<file path="src/include/event_status_flags_consts.svh">
// Purpose: bit positions, reset values and counts of the event flag register
// Assumes: included by bare name from the package and the design files
// Notes: definitions only
`ifndef EVENT_STATUS_FLAGS_CONSTS_SVH
`define EVENT_STATUS_FLAGS_CONSTS_SVH

`define ESF_WIDTH 16
`define ESF_RESET 16'h0000
`define ESF_SYNC_STAGES 3

`define ESF_BIT_WINDOW_EXPIRED 15
`define ESF_BIT_CLOCK_ALARM_HIT 14
`define ESF_BIT_RESERVED_13 13
`define ESF_BIT_FLIGHT_TIME_DONE 12
`define ESF_BIT_THERMAL_MEAS_DONE 11
`define ESF_BIT_REGULATOR_READY 10
`define ESF_BIT_AUTO_FLIGHT_DONE 9
`define ESF_BIT_AUTO_THERMAL_DONE 8
`define ESF_BIT_NVM_READY 7
`define ESF_BIT_TRIM_RUN_DONE 6
`define ESF_BIT_STOP_CMD_DONE 5
`define ESF_BIT_TAMPER_FLAG 4
`define ESF_BIT_SETUP_CMD_DONE 3
`define ESF_BIT_POWER_UP_FLAG 2
`define ESF_BIT_RESERVED_1 1
`define ESF_BIT_RESERVED_0 0

`define ESF_RESERVED_MASK 16'h2003

`endif

</file>
<file path="src/include/event_status_flags_pkg.sv">
// Purpose: types shared by the event flag register and its bench
// Assumes: constants come from the consts header
// Notes: no constants live here, only types
`include "event_status_flags_consts.svh"

package event_status_flags_pkg;

    typedef enum logic [1:0] {
        SEQ_IDLE = 2'b00,
        SEQ_BOTH = 2'b01,
        SEQ_FLIGHT = 2'b10,
        SEQ_THERMAL = 2'b11
    } seq_mode_t;

    typedef enum logic [1:0] {
        PWR_WAIT = 2'b00,
        PWR_ANNOUNCE = 2'b01,
        PWR_READY = 2'b10
    } power_state_t;

    typedef logic [`ESF_WIDTH-1:0] flag_word_t;

endpackage : event_status_flags_pkg

</file>
<file path="src/rtl/event_status_flags.sv">
// Purpose: read-clear event flag register and active-low interrupt pin
// Assumes: event inputs are one-cycle pulses on clk, except tamper_pin
// Notes: a read returns the flags and clears them in the same cycle
//
// Overview of operation
// - register is read-only, cleared by reading it
// - bit 15 set on measurement timeout
// - bit 14 set when clock alarm matches
// - bit 12 set when flight command finishes
// - per-cycle flight events set bit 12 when enabled
// - bit 11 set when temperature command finishes
// - per-cycle thermal events set bit 11 when enabled
// - bit 10 set when commanded regulator stabilises
// - bit 9 set after last auto flight cycle
// - bit 8 set after last auto thermal measurement
// - bit 7 set when flash becomes ready
// - serial port idle during flash writing commands
// - flash write completion raises interrupt if enabled
// - bit 6 set after manual calibrate finishes
// - automatic calibrations never set bit 6
// - bit 5 set when halt command finishes
// - bit 4 set on high tamper pin
// - bit 3 set when initialise command finishes
// - bit 2 set at power-up; port idle before
// - interrupt pin held until register is read
`timescale 1ns/1ns
`include "event_status_flags_consts.svh"

module event_status_flags (
    input wire logic clk,
    input wire logic rst_n,
    input wire logic status_rd,
    output logic [`ESF_WIDTH-1:0] status_rdata,
    output logic status_rvalid,
    input wire logic [`ESF_WIDTH-1:0] irq_source_en,
    output logic int_n,
    output logic spi_active,
    input wire logic supply_good,
    input wire logic timeout_evt,
    input wire logic alarm_match_evt,
    input wire logic flight_cmd_done,
    input wire logic thermal_cmd_done,
    input wire event_status_flags_pkg::seq_mode_t seq_mode,
    input wire logic per_cycle_irq,
    input wire logic flight_cycle_done,
    input wire logic thermal_cycle_done,
    input wire logic flight_last_done,
    input wire logic thermal_last_done,
    input wire logic regulator_timed_cmd,
    input wire logic regulator_on_cmd,
    input wire logic regulator_stable,
    input wire logic flash_ready_evt,
    input wire logic flash_write_busy,
    input wire logic trim_done,
    input wire logic trim_auto,
    input wire logic stop_done,
    input wire logic tamper_pin,
    input wire logic tamper_rearm,
    input wire logic setup_done
);

    event_status_flags_pkg::flag_word_t flags;
    event_status_flags_pkg::flag_word_t next_flags;
    event_status_flags_pkg::power_state_t power_state;

    logic window_expired;
    logic clock_alarm_hit;
    logic flight_time_done;
    logic thermal_meas_done;
    logic regulator_ready;
    logic auto_flight_done;
    logic auto_thermal_done;
    logic nvm_ready;
    logic trim_run_done;
    logic stop_cmd_done;
    logic tamper_flag;
    logic setup_cmd_done;
    logic power_up_flag;

    logic rd_take;
    logic seq_has_flight;
    logic seq_has_thermal;
    logic regulator_stable_q;
    logic regulator_rise;
    logic flash_busy_q;
    logic flash_write_end;
    logic tamper_level;
    logic tamper_armed;
    logic tamper_hit;
    logic power_announce;

    // set has priority so an event in the read cycle is never lost
    function automatic logic next_flag(input logic cur, input logic set,
                                       input logic clr);
        return set | (cur & ~clr);
    endfunction : next_flag

    function automatic logic any_enabled(
        input event_status_flags_pkg::flag_word_t word,
        input event_status_flags_pkg::flag_word_t en);
        return |(word & en);
    endfunction : any_enabled

    pin_level_sync tamper_sync (
        .clk(clk),
        .rst_n(rst_n),
        .pin(tamper_pin),
        .level(tamper_level)
    );

    // reads are only taken while the serial port is live
    assign rd_take = status_rd & spi_active;
    assign seq_has_flight = (seq_mode == event_status_flags_pkg::SEQ_BOTH)
        || (seq_mode == event_status_flags_pkg::SEQ_FLIGHT);
    assign seq_has_thermal = (seq_mode == event_status_flags_pkg::SEQ_BOTH)
        || (seq_mode == event_status_flags_pkg::SEQ_THERMAL);
    assign regulator_rise = regulator_stable & ~regulator_stable_q
        & (regulator_timed_cmd | regulator_on_cmd);
    assign flash_write_end = flash_busy_q & ~flash_write_busy;
    assign tamper_hit = tamper_level & tamper_armed;
    assign power_announce =
        (power_state == event_status_flags_pkg::PWR_ANNOUNCE);

    // power-up sequencing; port stays idle until the flag is posted
    always_ff @(posedge clk or negedge rst_n) begin
        if (!rst_n) begin
            power_state <= event_status_flags_pkg::PWR_WAIT;
        end else begin
            case (power_state)
                event_status_flags_pkg::PWR_WAIT: begin
                    if (supply_good) begin
                        power_state <= event_status_flags_pkg::PWR_ANNOUNCE;
                    end
                end
                event_status_flags_pkg::PWR_ANNOUNCE: begin
                    power_state <= event_status_flags_pkg::PWR_READY;
                end
                event_status_flags_pkg::PWR_READY: begin
                    power_state <= event_status_flags_pkg::PWR_READY;
                end
                default: begin
                    power_state <= event_status_flags_pkg::PWR_WAIT;
                end
            endcase
        end
    end

    // flash writing commands also silence the port
    always_ff @(posedge clk or negedge rst_n) begin
        if (!rst_n) begin
            spi_active <= 1'b0;
        end else begin
            spi_active <= (power_state == event_status_flags_pkg::PWR_READY)
                & ~flash_write_busy;
        end
    end

    always_ff @(posedge clk or negedge rst_n) begin
        if (!rst_n) begin
            regulator_stable_q <= 1'b0;
            flash_busy_q <= 1'b0;
        end else begin
            regulator_stable_q <= regulator_stable;
            flash_busy_q <= flash_write_busy;
        end
    end

    // one tamper event per arming; a steady high pin does not refire
    always_ff @(posedge clk or negedge rst_n) begin
        if (!rst_n) begin
            tamper_armed <= 1'b1;
        end else if (tamper_rearm) begin
            tamper_armed <= 1'b1;
        end else if (tamper_hit) begin
            tamper_armed <= 1'b0;
        end
    end

    always_ff @(posedge clk or negedge rst_n) begin
        if (!rst_n) begin
            window_expired <= 1'b0;
        end else begin
            window_expired <= next_flag(window_expired, timeout_evt,
                                        rd_take);
        end
    end

    always_ff @(posedge clk or negedge rst_n) begin
        if (!rst_n) begin
            clock_alarm_hit <= 1'b0;
        end else begin
            clock_alarm_hit <= next_flag(clock_alarm_hit, alarm_match_evt,
                                         rd_take);
        end
    end

    always_ff @(posedge clk or negedge rst_n) begin
        if (!rst_n) begin
            flight_time_done <= 1'b0;
        end else begin
            flight_time_done <= next_flag(flight_time_done,
                flight_cmd_done
                | (flight_cycle_done & seq_has_flight & per_cycle_irq),
                rd_take);
        end
    end

    always_ff @(posedge clk or negedge rst_n) begin
        if (!rst_n) begin
            thermal_meas_done <= 1'b0;
        end else begin
            thermal_meas_done <= next_flag(thermal_meas_done,
                thermal_cmd_done
                | (thermal_cycle_done & seq_has_thermal
                & per_cycle_irq),
                rd_take);
        end
    end

    // flash commands are the host's to hold off until this is seen
    always_ff @(posedge clk or negedge rst_n) begin
        if (!rst_n) begin
            regulator_ready <= 1'b0;
        end else begin
            regulator_ready <= next_flag(regulator_ready, regulator_rise,
                                         rd_take);
        end
    end

    always_ff @(posedge clk or negedge rst_n) begin
        if (!rst_n) begin
            auto_flight_done <= 1'b0;
        end else begin
            auto_flight_done <= next_flag(auto_flight_done,
                flight_last_done & seq_has_flight, rd_take);
        end
    end

    always_ff @(posedge clk or negedge rst_n) begin
        if (!rst_n) begin
            auto_thermal_done <= 1'b0;
        end else begin
            auto_thermal_done <= next_flag(auto_thermal_done,
                thermal_last_done & seq_has_thermal, rd_take);
        end
    end

    always_ff @(posedge clk or negedge rst_n) begin
        if (!rst_n) begin
            nvm_ready <= 1'b0;
        end else begin
            nvm_ready <= next_flag(nvm_ready,
                flash_ready_evt | flash_write_end, rd_take);
        end
    end

    // calibrations launched by the sequencer stay silent
    always_ff @(posedge clk or negedge rst_n) begin
        if (!rst_n) begin
            trim_run_done <= 1'b0;
        end else begin
            trim_run_done <= next_flag(trim_run_done,
                trim_done & ~trim_auto, rd_take);
        end
    end

    always_ff @(posedge clk or negedge rst_n) begin
        if (!rst_n) begin
            stop_cmd_done <= 1'b0;
        end else begin
            stop_cmd_done <= next_flag(stop_cmd_done, stop_done,
                                       rd_take);
        end
    end

    always_ff @(posedge clk or negedge rst_n) begin
        if (!rst_n) begin
            tamper_flag <= 1'b0;
        end else begin
            tamper_flag <= next_flag(tamper_flag, tamper_hit,
                                     rd_take);
        end
    end

    always_ff @(posedge clk or negedge rst_n) begin
        if (!rst_n) begin
            setup_cmd_done <= 1'b0;
        end else begin
            setup_cmd_done <= next_flag(setup_cmd_done, setup_done,
                                        rd_take);
        end
    end

    always_ff @(posedge clk or negedge rst_n) begin
        if (!rst_n) begin
            power_up_flag <= 1'b0;
        end else begin
            power_up_flag <= next_flag(power_up_flag, power_announce,
                                       rd_take);
        end
    end

    always_comb begin
        flags = `ESF_RESET;
        flags[`ESF_BIT_WINDOW_EXPIRED] = window_expired;
        flags[`ESF_BIT_CLOCK_ALARM_HIT] = clock_alarm_hit;
        flags[`ESF_BIT_FLIGHT_TIME_DONE] = flight_time_done;
        flags[`ESF_BIT_THERMAL_MEAS_DONE] = thermal_meas_done;
        flags[`ESF_BIT_REGULATOR_READY] = regulator_ready;
        flags[`ESF_BIT_AUTO_FLIGHT_DONE] = auto_flight_done;
        flags[`ESF_BIT_AUTO_THERMAL_DONE] = auto_thermal_done;
        flags[`ESF_BIT_NVM_READY] = nvm_ready;
        flags[`ESF_BIT_TRIM_RUN_DONE] = trim_run_done;
        flags[`ESF_BIT_STOP_CMD_DONE] = stop_cmd_done;
        flags[`ESF_BIT_TAMPER_FLAG] = tamper_flag;
        flags[`ESF_BIT_SETUP_CMD_DONE] = setup_cmd_done;
        flags[`ESF_BIT_POWER_UP_FLAG] = power_up_flag;
        flags = flags & ~`ESF_RESERVED_MASK;
    end

    // value the flags take at the next edge, for the interrupt pin
    always_comb begin
        next_flags = `ESF_RESET;
        next_flags[`ESF_BIT_WINDOW_EXPIRED] = timeout_evt;
        next_flags[`ESF_BIT_CLOCK_ALARM_HIT] = alarm_match_evt;
        next_flags[`ESF_BIT_FLIGHT_TIME_DONE] = flight_cmd_done
            | (flight_cycle_done & seq_has_flight & per_cycle_irq);
        next_flags[`ESF_BIT_THERMAL_MEAS_DONE] = thermal_cmd_done
            | (thermal_cycle_done & seq_has_thermal & per_cycle_irq);
        next_flags[`ESF_BIT_REGULATOR_READY] = regulator_rise;
        next_flags[`ESF_BIT_AUTO_FLIGHT_DONE] =
            flight_last_done & seq_has_flight;
        next_flags[`ESF_BIT_AUTO_THERMAL_DONE] =
            thermal_last_done & seq_has_thermal;
        next_flags[`ESF_BIT_NVM_READY] = flash_ready_evt | flash_write_end;
        next_flags[`ESF_BIT_TRIM_RUN_DONE] = trim_done & ~trim_auto;
        next_flags[`ESF_BIT_STOP_CMD_DONE] = stop_done;
        next_flags[`ESF_BIT_TAMPER_FLAG] = tamper_hit;
        next_flags[`ESF_BIT_SETUP_CMD_DONE] = setup_done;
        next_flags[`ESF_BIT_POWER_UP_FLAG] = power_announce;
        if (!rd_take) begin
            next_flags = next_flags | flags;
        end
        next_flags = next_flags & ~`ESF_RESERVED_MASK;
    end

    // pin tracks enabled pending flags, so it holds until a read
    always_ff @(posedge clk or negedge rst_n) begin
        if (!rst_n) begin
            int_n <= 1'b1;
        end else begin
            int_n <= ~any_enabled(next_flags, irq_source_en);
        end
    end

    // read snapshot goes out while the live flags clear together
    always_ff @(posedge clk or negedge rst_n) begin
        if (!rst_n) begin
            status_rdata <= `ESF_RESET;
            status_rvalid <= 1'b0;
        end else begin
            status_rvalid <= rd_take;
            if (rd_take) begin
                status_rdata <= flags;
            end
        end
    end

endmodule : event_status_flags

</file>
<file path="src/rtl/pin_level_sync.sv">
// Purpose: bring an outside pin level into the core clock domain
// Assumes: single core clock, asynchronous active-low reset
// Notes: output moves only once the second and third stages agree
`timescale 1ns/1ns
`include "event_status_flags_consts.svh"

module pin_level_sync (
    input wire logic clk,
    input wire logic rst_n,
    input wire logic pin,
    output logic level
);

    logic [`ESF_SYNC_STAGES-1:0] stage;

    always_ff @(posedge clk or negedge rst_n) begin
        if (!rst_n) begin
            stage <= '0;
        end else begin
            stage <= {stage[`ESF_SYNC_STAGES-2:0], pin};
        end
    end

    // stage[0] feeds stage[1] only; agreement filters a late-settling edge
    always_ff @(posedge clk or negedge rst_n) begin
        if (!rst_n) begin
            level <= 1'b0;
        end else if (stage[1] == stage[2]) begin
            level <= stage[2];
        end
    end

endmodule : pin_level_sync

</file>
<file path="config.mk">
export PLATFORM = sky130hd
export DESIGN_NAME = event_status_flags
export DESIGN_NICKNAME = d
export VERILOG_FILES = /design/src/include/event_status_flags_pkg.sv /design/src/rtl/event_status_flags.sv /design/src/rtl/pin_level_sync.sv
export VERILOG_INCLUDE_DIRS = /design/src /design/src/include
export SDC_FILE = /design/constraint.sdc
export NUM_CORES = 1
export LEC_CHECK = 0
export BUFFER_PORTS_ARGS = -buffer_cell sky130_fd_sc_hd__buf_2
export CORE_MARGIN = 2
export CORE_UTILIZATION = 45
export CTS_BUF_LIST = sky130_fd_sc_hd__clkbuf_4 sky130_fd_sc_hd__clkbuf_8
export CTS_CLUSTER_DIAMETER = 100
export CTS_CLUSTER_SIZE = 16
export DETAILED_ROUTE_END_ITERATION = 16
export PLACE_DENSITY = 0.75
export SYNTH_ARGS = -nofsm -noshare
export SYNTH_HDL_FRONTEND = slang
export SYNTH_SLANG_ARGS = --single-unit
</file>
<file path="constraint.sdc">
create_clock -name clk -period 5 [get_ports clk]
set_clock_uncertainty 0.2 [all_clocks]
set_input_delay 0.25 -clock clk [delete_from_list [all_inputs] [get_ports clk]]
set_output_delay 0.25 -clock clk [all_outputs]
set_load 0.01 [all_outputs]
</file>
# After elaboration in Yosys (flattened, before gate mapping)
# Index checks and enable logic that the tools add are counted.
# classes
n_mux,5
n_reduce_logical,6
n_eq_ne,7
bitwise_logic,50
# ops
cell,count
1-bit bitwise AND,26
1-bit OR,17
16-bit bitwise AND,1
16-bit two-way mux,1
16-bit OR,1
16-bit OR reduction,1
2-bit == test (second input constant),3
1-bit inverter,5
2-bit by 1-bit == test with 1-bit output (second input constant),2
2-bit case mux with 2 select lines,1
2-bit zero test,1
1-bit logical OR,2
1-bit two-way mux,2
2-bit two-way mux,1
2-bit inequality test (second input constant),1
2-bit nonzero test,1
2-bit OR reduction,1
1-bit == test,1
# totals
wordCells,91
ff_bits,38
input_bits,42

# Depth between registers and ports, before layout
# Gate-level depths: netlist of run 1.
# depth
ltp_word,10
ltp_mapped,6
ltp_nobuf,6

# Hierarchy
# A second synthesis of run 1 with hierarchy kept.
# unflattened
hier_cells,117
hier_area_um2,1576.5
# by_module_without_submodules
mod,seq_area_each_um2,instances,area_each_um2,cells_per_inst
event_status_flags,853.3,1,1465.2,112
pin_level_sync,100.1,1,111.4,5

# Least setup slack after synthesis of run 1
# Ideal clock, no wire load.
# synth_timing
kind,reg-to-reg
from,register spi_active
to,register int_n
path_slack_ps,3346
n_path_buf,1
t_arrival_ps,1391
stages_incl_launch_ff,6
synth_period_minus_slack_ps,1654
path_cell_list,dfrtp_1 -> nand2_2 -> buf_6 -> a221o_1 -> a222oi_1 -> and4_1
# synth_via
elab_chain_len,5
# synth_lines
item,line,source
from (decl),event_status_flags.sv:37,"output logic spi_active,"
from (signal assigned),event_status_flags.sv:153,spi_active <= (power_state == event_status_flags_pkg::PWR_READY)
1-bit bitwise AND,event_status_flags.sv:112,assign rd_take = status_rd & spi_active;
16-bit two-way mux,event_status_flags.sv:341,if (!rd_take) begin
16-bit bitwise AND,event_status_flags.sv:101,return |(word & en);
16-bit OR reduction,event_status_flags.sv:101,
1-bit inverter,event_status_flags.sv:352,"int_n <= ~any_enabled(next_flags, irq_source_en);"
to (signal assigned),event_status_flags.sv:352,
to (decl),event_status_flags.sv:36,"output logic int_n,"
# Every way passes these cells.
# A chain may end at the register's enable or synchronous reset.

# Worst setup path in the final report of run 1
# layout_timing
from,register spi_active
to,register flight_time_done
# layout_via
elab_chain_len,4
# layout_lines
item,line,source
1-bit bitwise AND,event_status_flags.sv:112,
1-bit inverter,event_status_flags.sv:95,return set | (cur & ~clr);
1-bit bitwise AND,event_status_flags.sv:95,
1-bit OR,event_status_flags.sv:95,
to (signal assigned),event_status_flags.sv:201,"flight_time_done <= next_flag(flight_time_done,"
to (decl),event_status_flags.sv:68,logic flight_time_done;
# Every way passes these cells.

==> results.yml, run 1 <==
synth:
  syn_area_um2: 1580
  syn_avg_cell_area_um2: 13.5
  synth_top_area_share: 0.572
  ys_seq_elements: 38
  yosysSeqAreaShare: 0.605
  syn_inst: 117
  synth_area_leaders: "dfrtp_1, mux2_2, ha_1, dfstp_2, a21boi_0"
  synth_top_area_cell: "dfrtp_1"
  yosysWarnings: 0
  synth_cell_types: 29
route:
  drc: 0
  num_vias: 1133
  vias_per_cell: 4.82
  wl_met3_um: 209
  avgRoutedWirePerCell_um: 12.8
  antenna_left: 0
  wl_met1_um: 1280
  wl_um: 3020
  initialDrtViolationCount: 9
  dr_wl_met2_um: 1470
  maxUsedRoutingLayer: "met4"
  firstDrtPassIters: 5
global_route:
  grt_max_degree: 39
  overflow: 0
  grt_pass1_wl_um: 5070
  grt_antenna_before_repair: 0
  grtUsageTotal: 0.167
  grt_pass1_vias: 1197
finish:
  multi_input_area_um2: 557
  nNetsFinal: 236
  nFillCells: 291
  drive_gt1_frac: 0.450
  final_cell_mix: "buf_2, dfrtp_1, mux2_2, dlygate4sd3_1, inv_1"
  insertedDiodeCount: 0
  regArea_um2: 953
  fin_area_um2: 2070
  final_common_cell: "buf_2"
  syn_to_final_growth_pct: 31.1
min_path:
  worstHoldStart: "irq_source_en[7]"
  holdCritPathClass: "primary input to flip-flop"
  min_to: "int_n"
  min_delay_path_depth: 3
critical_path:
  r2r_slack_ns: 2.78
  critPathLaunchType: "flip-flop"
  rr_startpoint: "spi_active"
  end_kind: "flip-flop"
  path_max_fanout: 21
  worstRegToRegCells: 3
  arrival_ns: 2.24
  crit_chain: "nand2_2 -> a221o_1 -> dlygate4sd3_1"
  path_class: "flip-flop to flip-flop"
  r2r_end: "flight_time_done"
  cp_slowest_cell: "dlygate4sd3_1"
  cpPeakStageDelay_ns: 0.58
  critical_path_required_ns: 5.02
floorplan:
  ios: 61
  initial_core_util: 0.472
  die_area_um2: 3990
  fp.coreArea_um2: 3340
  chipWidth_um: 63.2
  die_h_um: 63.2
  row_count: 21
cts:
  cts_buffer_depth: 2
  h-tree-depth: 2
  post_cts_buffers: 0
  clock_latency_ns: 0.33
  clock-root-buffer: "clkbuf_4"
  path_clk_slew_ns: 0.10
  cts_tree: "built"
  cts_resized: 0
  ctsHoldBuffers: 13
  clock-sinks: 38
  cts_buffers: 5
timing:
  tightest_slew_ns: 0.805
  rsz0062_at_grt: "false"
  final_max_slew_viol_count: 0
  finalCritPeriodShare: 0.444
  tns_ns: 0
  min_period_ns: 2.22
  finalHoldViolCount: 0
  setup_viol_count_final: 0
  fmax_ghz: 0.450
  slew_headroom: 0.464
run_status:
  outcome: "finished clean"
placed_design:
  dp_hpwl_um: 2230
  dpl-instance-area_um2: 1870
  portBuffers: 54
  place.gp.congestion: 0.713
power:
  peakVddDrop_v: 0.000210
  leakage_uw: 0.000942
  p_per_area_nw_per_um2: 418
flow_run:
  maxCapViolations: 0
-- flip-flops by register name (all words and copies together) (netlist names) --
signal and count:
flight_time_done 1, status_rdata 13, nvm_ready 1, spi_active 1, auto_thermal_done 1, window_expired 1, tamper_sync.stage 3, tamper_armed 1
clock_alarm_hit 1, stop_cmd_done 1, auto_flight_done 1, power_state 2, trim_run_done 1, flash_busy_q 1, int_n 1, status_rvalid 1
power_up_flag 1, tamper_flag 1, tamper_sync.level 1, thermal_meas_done 1, regulator_stable_q 1, setup_cmd_done 1, regulator_ready 1
-- cell usage after synthesis (all sizes together) --
cell	count
nand2	3
dfstp	2
a32oi	1
dfrtp	36
inv	9
mux2	13
a21boi	6
ha	6
o2111a	1
a221o	2
buf	5
a21o	3
maj3	1
o21a	4
and4	1
conb	1
a22oi	1
o211a	1
a222oi	1
or2	7
nor2b	4
a22o	1
a2111oi	1
a211o	1
nand2b	1
o21ai	5
-- power breakdown --
group / total [uW] / switching [uW] / internal, uW
combinational: 263 / 125 / 138
clock: 162 / 94.9 / 67.6
sequential: 438 / 44.6 / 393
-- layout make-up --
type                    count  share of cell area
inverters                   9              0.0164
well taps                  46              0.0279
clock buffers               6              0.0248
repair buffers             67               0.194
multi-input cells          67               0.270
clock inverters             2             0.00606
flip-flops and latches     38               0.462
-- kinds of logic (layout without fill, tap and decap cells) --
group                    count (synthesis)  after routing  share of synthesized area
multiplexers                            13             13                     0.0929
other                                    1              3                    0.00238
buffers and inverters                   14             84                     0.0461
AND/OR/NAND/NOR                         16             16                     0.0620
AO/OA/AOI/OAI                           28             28                      0.137
adder cells (fa/ha/maj)                  7              7                     0.0540
flip-flops                              38             38                      0.605
-- worst max-delay path: cells and delay by family (launching register included) --
kind / cells / cell delay [ns]
AOI/OAI and AO/OA: 1 / 0.47
buffers and inverters: 1 / 0.58
DFF: 1 / 0.51
and+or+nand+nor: 1 / 0.35
-- routing by layer --
metal  global-route usage  up-vias
li1                     -      545
met1                0.192      542
met2                0.281       41
met3               0.0643        5
met4               0.0667        0
met5                    0        -
-- worst max-delay path by stage --
stage                           from                to  slack [ns]  depth (start not counted)
after floorplan           spi_active             int_n        3.35                          5
after global placement    spi_active             int_n        2.83                          4
after detailed placement  spi_active             int_n        2.78                          4
after CTS                 spi_active             int_n        2.76                          4
after global routing      spi_active             int_n        2.58                          4
final                     spi_active  flight_time_done        2.78                          3
-- stage by stage --
stage          power, uW   util  cells  worst slack [ns]  hold WS, ns
2_1_floorplan        600      -    119              3.35       -0.246
3_3_place_gp         687  0.561    214              2.83        0.137
3_5_place_dp         704  0.561    214              2.78        0.136
4_1_cts              877  0.619    235              2.76     0.000605
5_1_grt              928  0.619    235              2.58       0.0202
6_report             863  0.619    235              2.78       0.0140
Power figures use the tool's default switching activity.
==> run 2, diff against run 1 <==
--- a/config.mk
+++ b/config.mk
@@ -6,6 +6,7 @@
 export SDC_FILE = /design/constraint.sdc
 export NUM_CORES = 1
 export LEC_CHECK = 0
+export ABC_AREA = 1
 export BUFFER_PORTS_ARGS = -buffer_cell sky130_fd_sc_hd__buf_2
 export CORE_MARGIN = 2
 export CORE_UTILIZATION = 45
@@ -13,7 +14,7 @@
 export CTS_CLUSTER_DIAMETER = 100
 export CTS_CLUSTER_SIZE = 16
 export DETAILED_ROUTE_END_ITERATION = 16
-export PLACE_DENSITY = 0.75
+export PLACE_DENSITY = 0.77
 export SYNTH_ARGS = -nofsm -noshare
 export SYNTH_HDL_FRONTEND = slang
 export SYNTH_SLANG_ARGS = --single-unit
==> constraint.sdc (replaced) <==
create_clock -name clk -period 1.9 [get_ports clk]
set_clock_uncertainty 0.2 [all_clocks]
set_input_delay 0.095 -clock clk [delete_from_list [all_inputs] [get_ports clk]]
set_output_delay 0.095 -clock clk [all_outputs]
set_load 0.01 [all_outputs]
==> results.yml, run 2 <==
floorplan:
  die_h_um: 64.0
  die_area_um2: 4100
  fp.coreArea_um2: 3390
  row_count: 21
  ios: 61
  initial_core_util: 0.478
  chipWidth_um: 64.0
synth:
  synth_area_leaders: "dfrtp_1, nand2_1, ha_1, inv_1, dfstp_2"
  synth_top_area_share: 0.556
  synth_top_area_cell: "dfrtp_1"
  yosys_most_used_dff: "dfrtp_1"
  syn_inst: 183
  synth_commonest_cells: "nand2_1, dfrtp_1, inv_1, nand2_2, nor2_1"
  ys_seq_elements: 38
  yosysWarnings: 0
  syn_area_um2: 1620
  yosysSeqAreaShare: 0.588
  yosysMostFrequentCell: "nand2_1"
  synth_cell_types: 18
  synth_edf_count: 0
  syn_avg_cell_area_um2: 8.86
  async_flop_share: 1.00
min_path:
  holdCritPathClass: "primary input to flip-flop"
timing:
  finalHoldViolCount: 0
  finalCritPeriodShare: 0.933
  setup_slack_ns: 0.127
  final_max_slew_viol_count: 0
  fmax_ghz: 0.564
  rsz0062_at_grt: "false"
  setup_viol_count_final: 0
  min_period_ns: 1.77
  tns_ns: 0
power:
  report.power.total_uw: 2450
  peakVddDrop_v: 0.000561
  p_per_area_nw_per_um2: 1040
  leakage_uw: 0.00131
global_route:
  grtUsageTotal: 0.205
  grt_max_degree: 39
  grt_pass1_vias: 1448
  overflow: 0
  grt_pass1_wl_um: 6240
  grt_antenna_before_repair: 0
critical_path:
  path_class: "primary input to flip-flop"
  end_kind: "flip-flop"
  cpPeakStageDelay_ns: 0.54
  cp_common_cell: "nand2_1"
  crit_chain: "dlygate4sd3_1 -> buf_2 -> inv_1 -> nand2_1 -> dlygate4sd3_1 -> nand2_1 -> nand2_1 -> nand2_1 -> nand2_1 -> nor2_1 -> nand2_1 -> nor2_2"
  path_max_fanout: 2
  arrival_ns: 1.86
  critical_path_required_ns: 1.98
  cp_slowest_cell: "dlygate4sd3_1"
  critPathLaunchType: "primary input"
route:
  antenna_left: 0
  initialDrtViolationCount: 90
  drc: 0
  vias_per_cell: 4.42
  avgRoutedWirePerCell_um: 11.5
  firstDrtPassIters: 4
  wl_um: 3740
  num_vias: 1436
finish:
  fin_cells: 325
  final_common_cell: "nand2_1"
  syn_to_final_growth_pct: 45.1
  final_cell_mix: "nand2_1, buf_2, dfrtp_1, dlygate4sd3_1, inv_1"
  reg.largest.list: "status_rdata x13, tamper_sync.stage x3, power_state x2"
  regMostFlops: "status_rdata"
  largest_reg_flops: 13
  nNetsFinal: 326
  drive_gt1_frac: 0.272
  fin_area_um2: 2350
  insertedDiodeCount: 0
cts:
  clock-sinks: 38
  cts_buffers: 5
  clock_latency_ns: 0.35
  h-tree-depth: 2
  clock-root-buffer: "clkbuf_4"
  path_clk_slew_ns: 0.10
  cts_buffer_depth: 2
  cts_tree: "built"
placed_design:
  portBuffers: 54
  dp.cells: 281
  post-place-ws_ns: 0.336
  dp_hpwl_um: 2280
  dpl-instance-area_um2: 1930
  place.gp.congestion: 0.772
run_status:
  outcome: "finished clean"
flow_run:
  maxCapViolations: 0
## run 2: cell count changes after synthesis, sizes merged, moves of 4 or more
cell,change
nand2,+90
mux2,-13
inv,+11
nor2,+8
or2,-6
a21boi,-5
nor2b,-4
o21a,-4
## run 2: repair_timing
action,in CTS,in global routing
setup buffers,0,0
hold buffers,36,0
resized for setup,0,1
endpoints found under the hold margin,57,0
endpoints found under the setup margin,0,1
## run 2: area by class of cell
cell class / instances / area, um^2
clock inverters: 2 / 12.5
inverters: 20 / 75.1
clock buffers: 6 / 51.3
repair buffers: 92 / 646
well taps: 46 / 57.6
multi-input cells: 121 / 557
flip-flops and latches: 38 / 953
fillers: 249 / 1040
## run 2: layer usage
layer	share of wire	global-route usage	routed length, um	vias up
met4	0.046	0.122	174	0
met3	0.048	0.0475	180	17
met1	0.39	0.234	1440	638
li1	-	-	-	728
met5	0	0	0	-
met2	0.52	0.346	1950	53
## run 2: power by group
group	switching, uW	internal [uW]
Clock	262	178
Combinational	452	363
Sequential	138	1060
Total	851	1600
## run 2: final timing paths
check / from / end / slack (ns) / depth (start not counted)
min in group asynchronous: rst_n / setup_cmd_done / 0.12 / 3
max reg2reg: spi_active / flight_time_done / 0.18 / 4
max: regulator_on_cmd / int_n / 0.13 / 12
min reg2reg: tamper_sync.stage[0] / tamper_sync.stage[1] / 0.16 / 0
max in group asynchronous: rst_n / tamper_armed / 1.02 / 3
min: seq_mode[1] / auto_thermal_done / 0.003 / 4
## run 2: through the flow
step / hold slack (ns) / util
global route: 0.0351 / 0.694
global placement: -0.0404 / 0.568
finish: 0.00324 / 0.694
floorplan: -0.401 / -
CTS: 0.00641 / 0.693
detailed placement: -0.0342 / 0.568
## run 2: cells by family after synthesis
kind of cell,share of synthesized area
AO/OA/AOI/OAI,0.0216
adder cells (fa/ha/maj),0.0525
buffers and inverters,0.0748
flip-flops,0.588
other,0.00231
AND/OR/NAND/NOR,0.261
## run 2: worst max-delay path, delay by kind of cell
| kind | cells | cell delay (ns) |
|---|---|---|
| AND/OR/NAND/NOR | 8 | 0.51 |
| buffers and inverters | 4 | 1.24 |
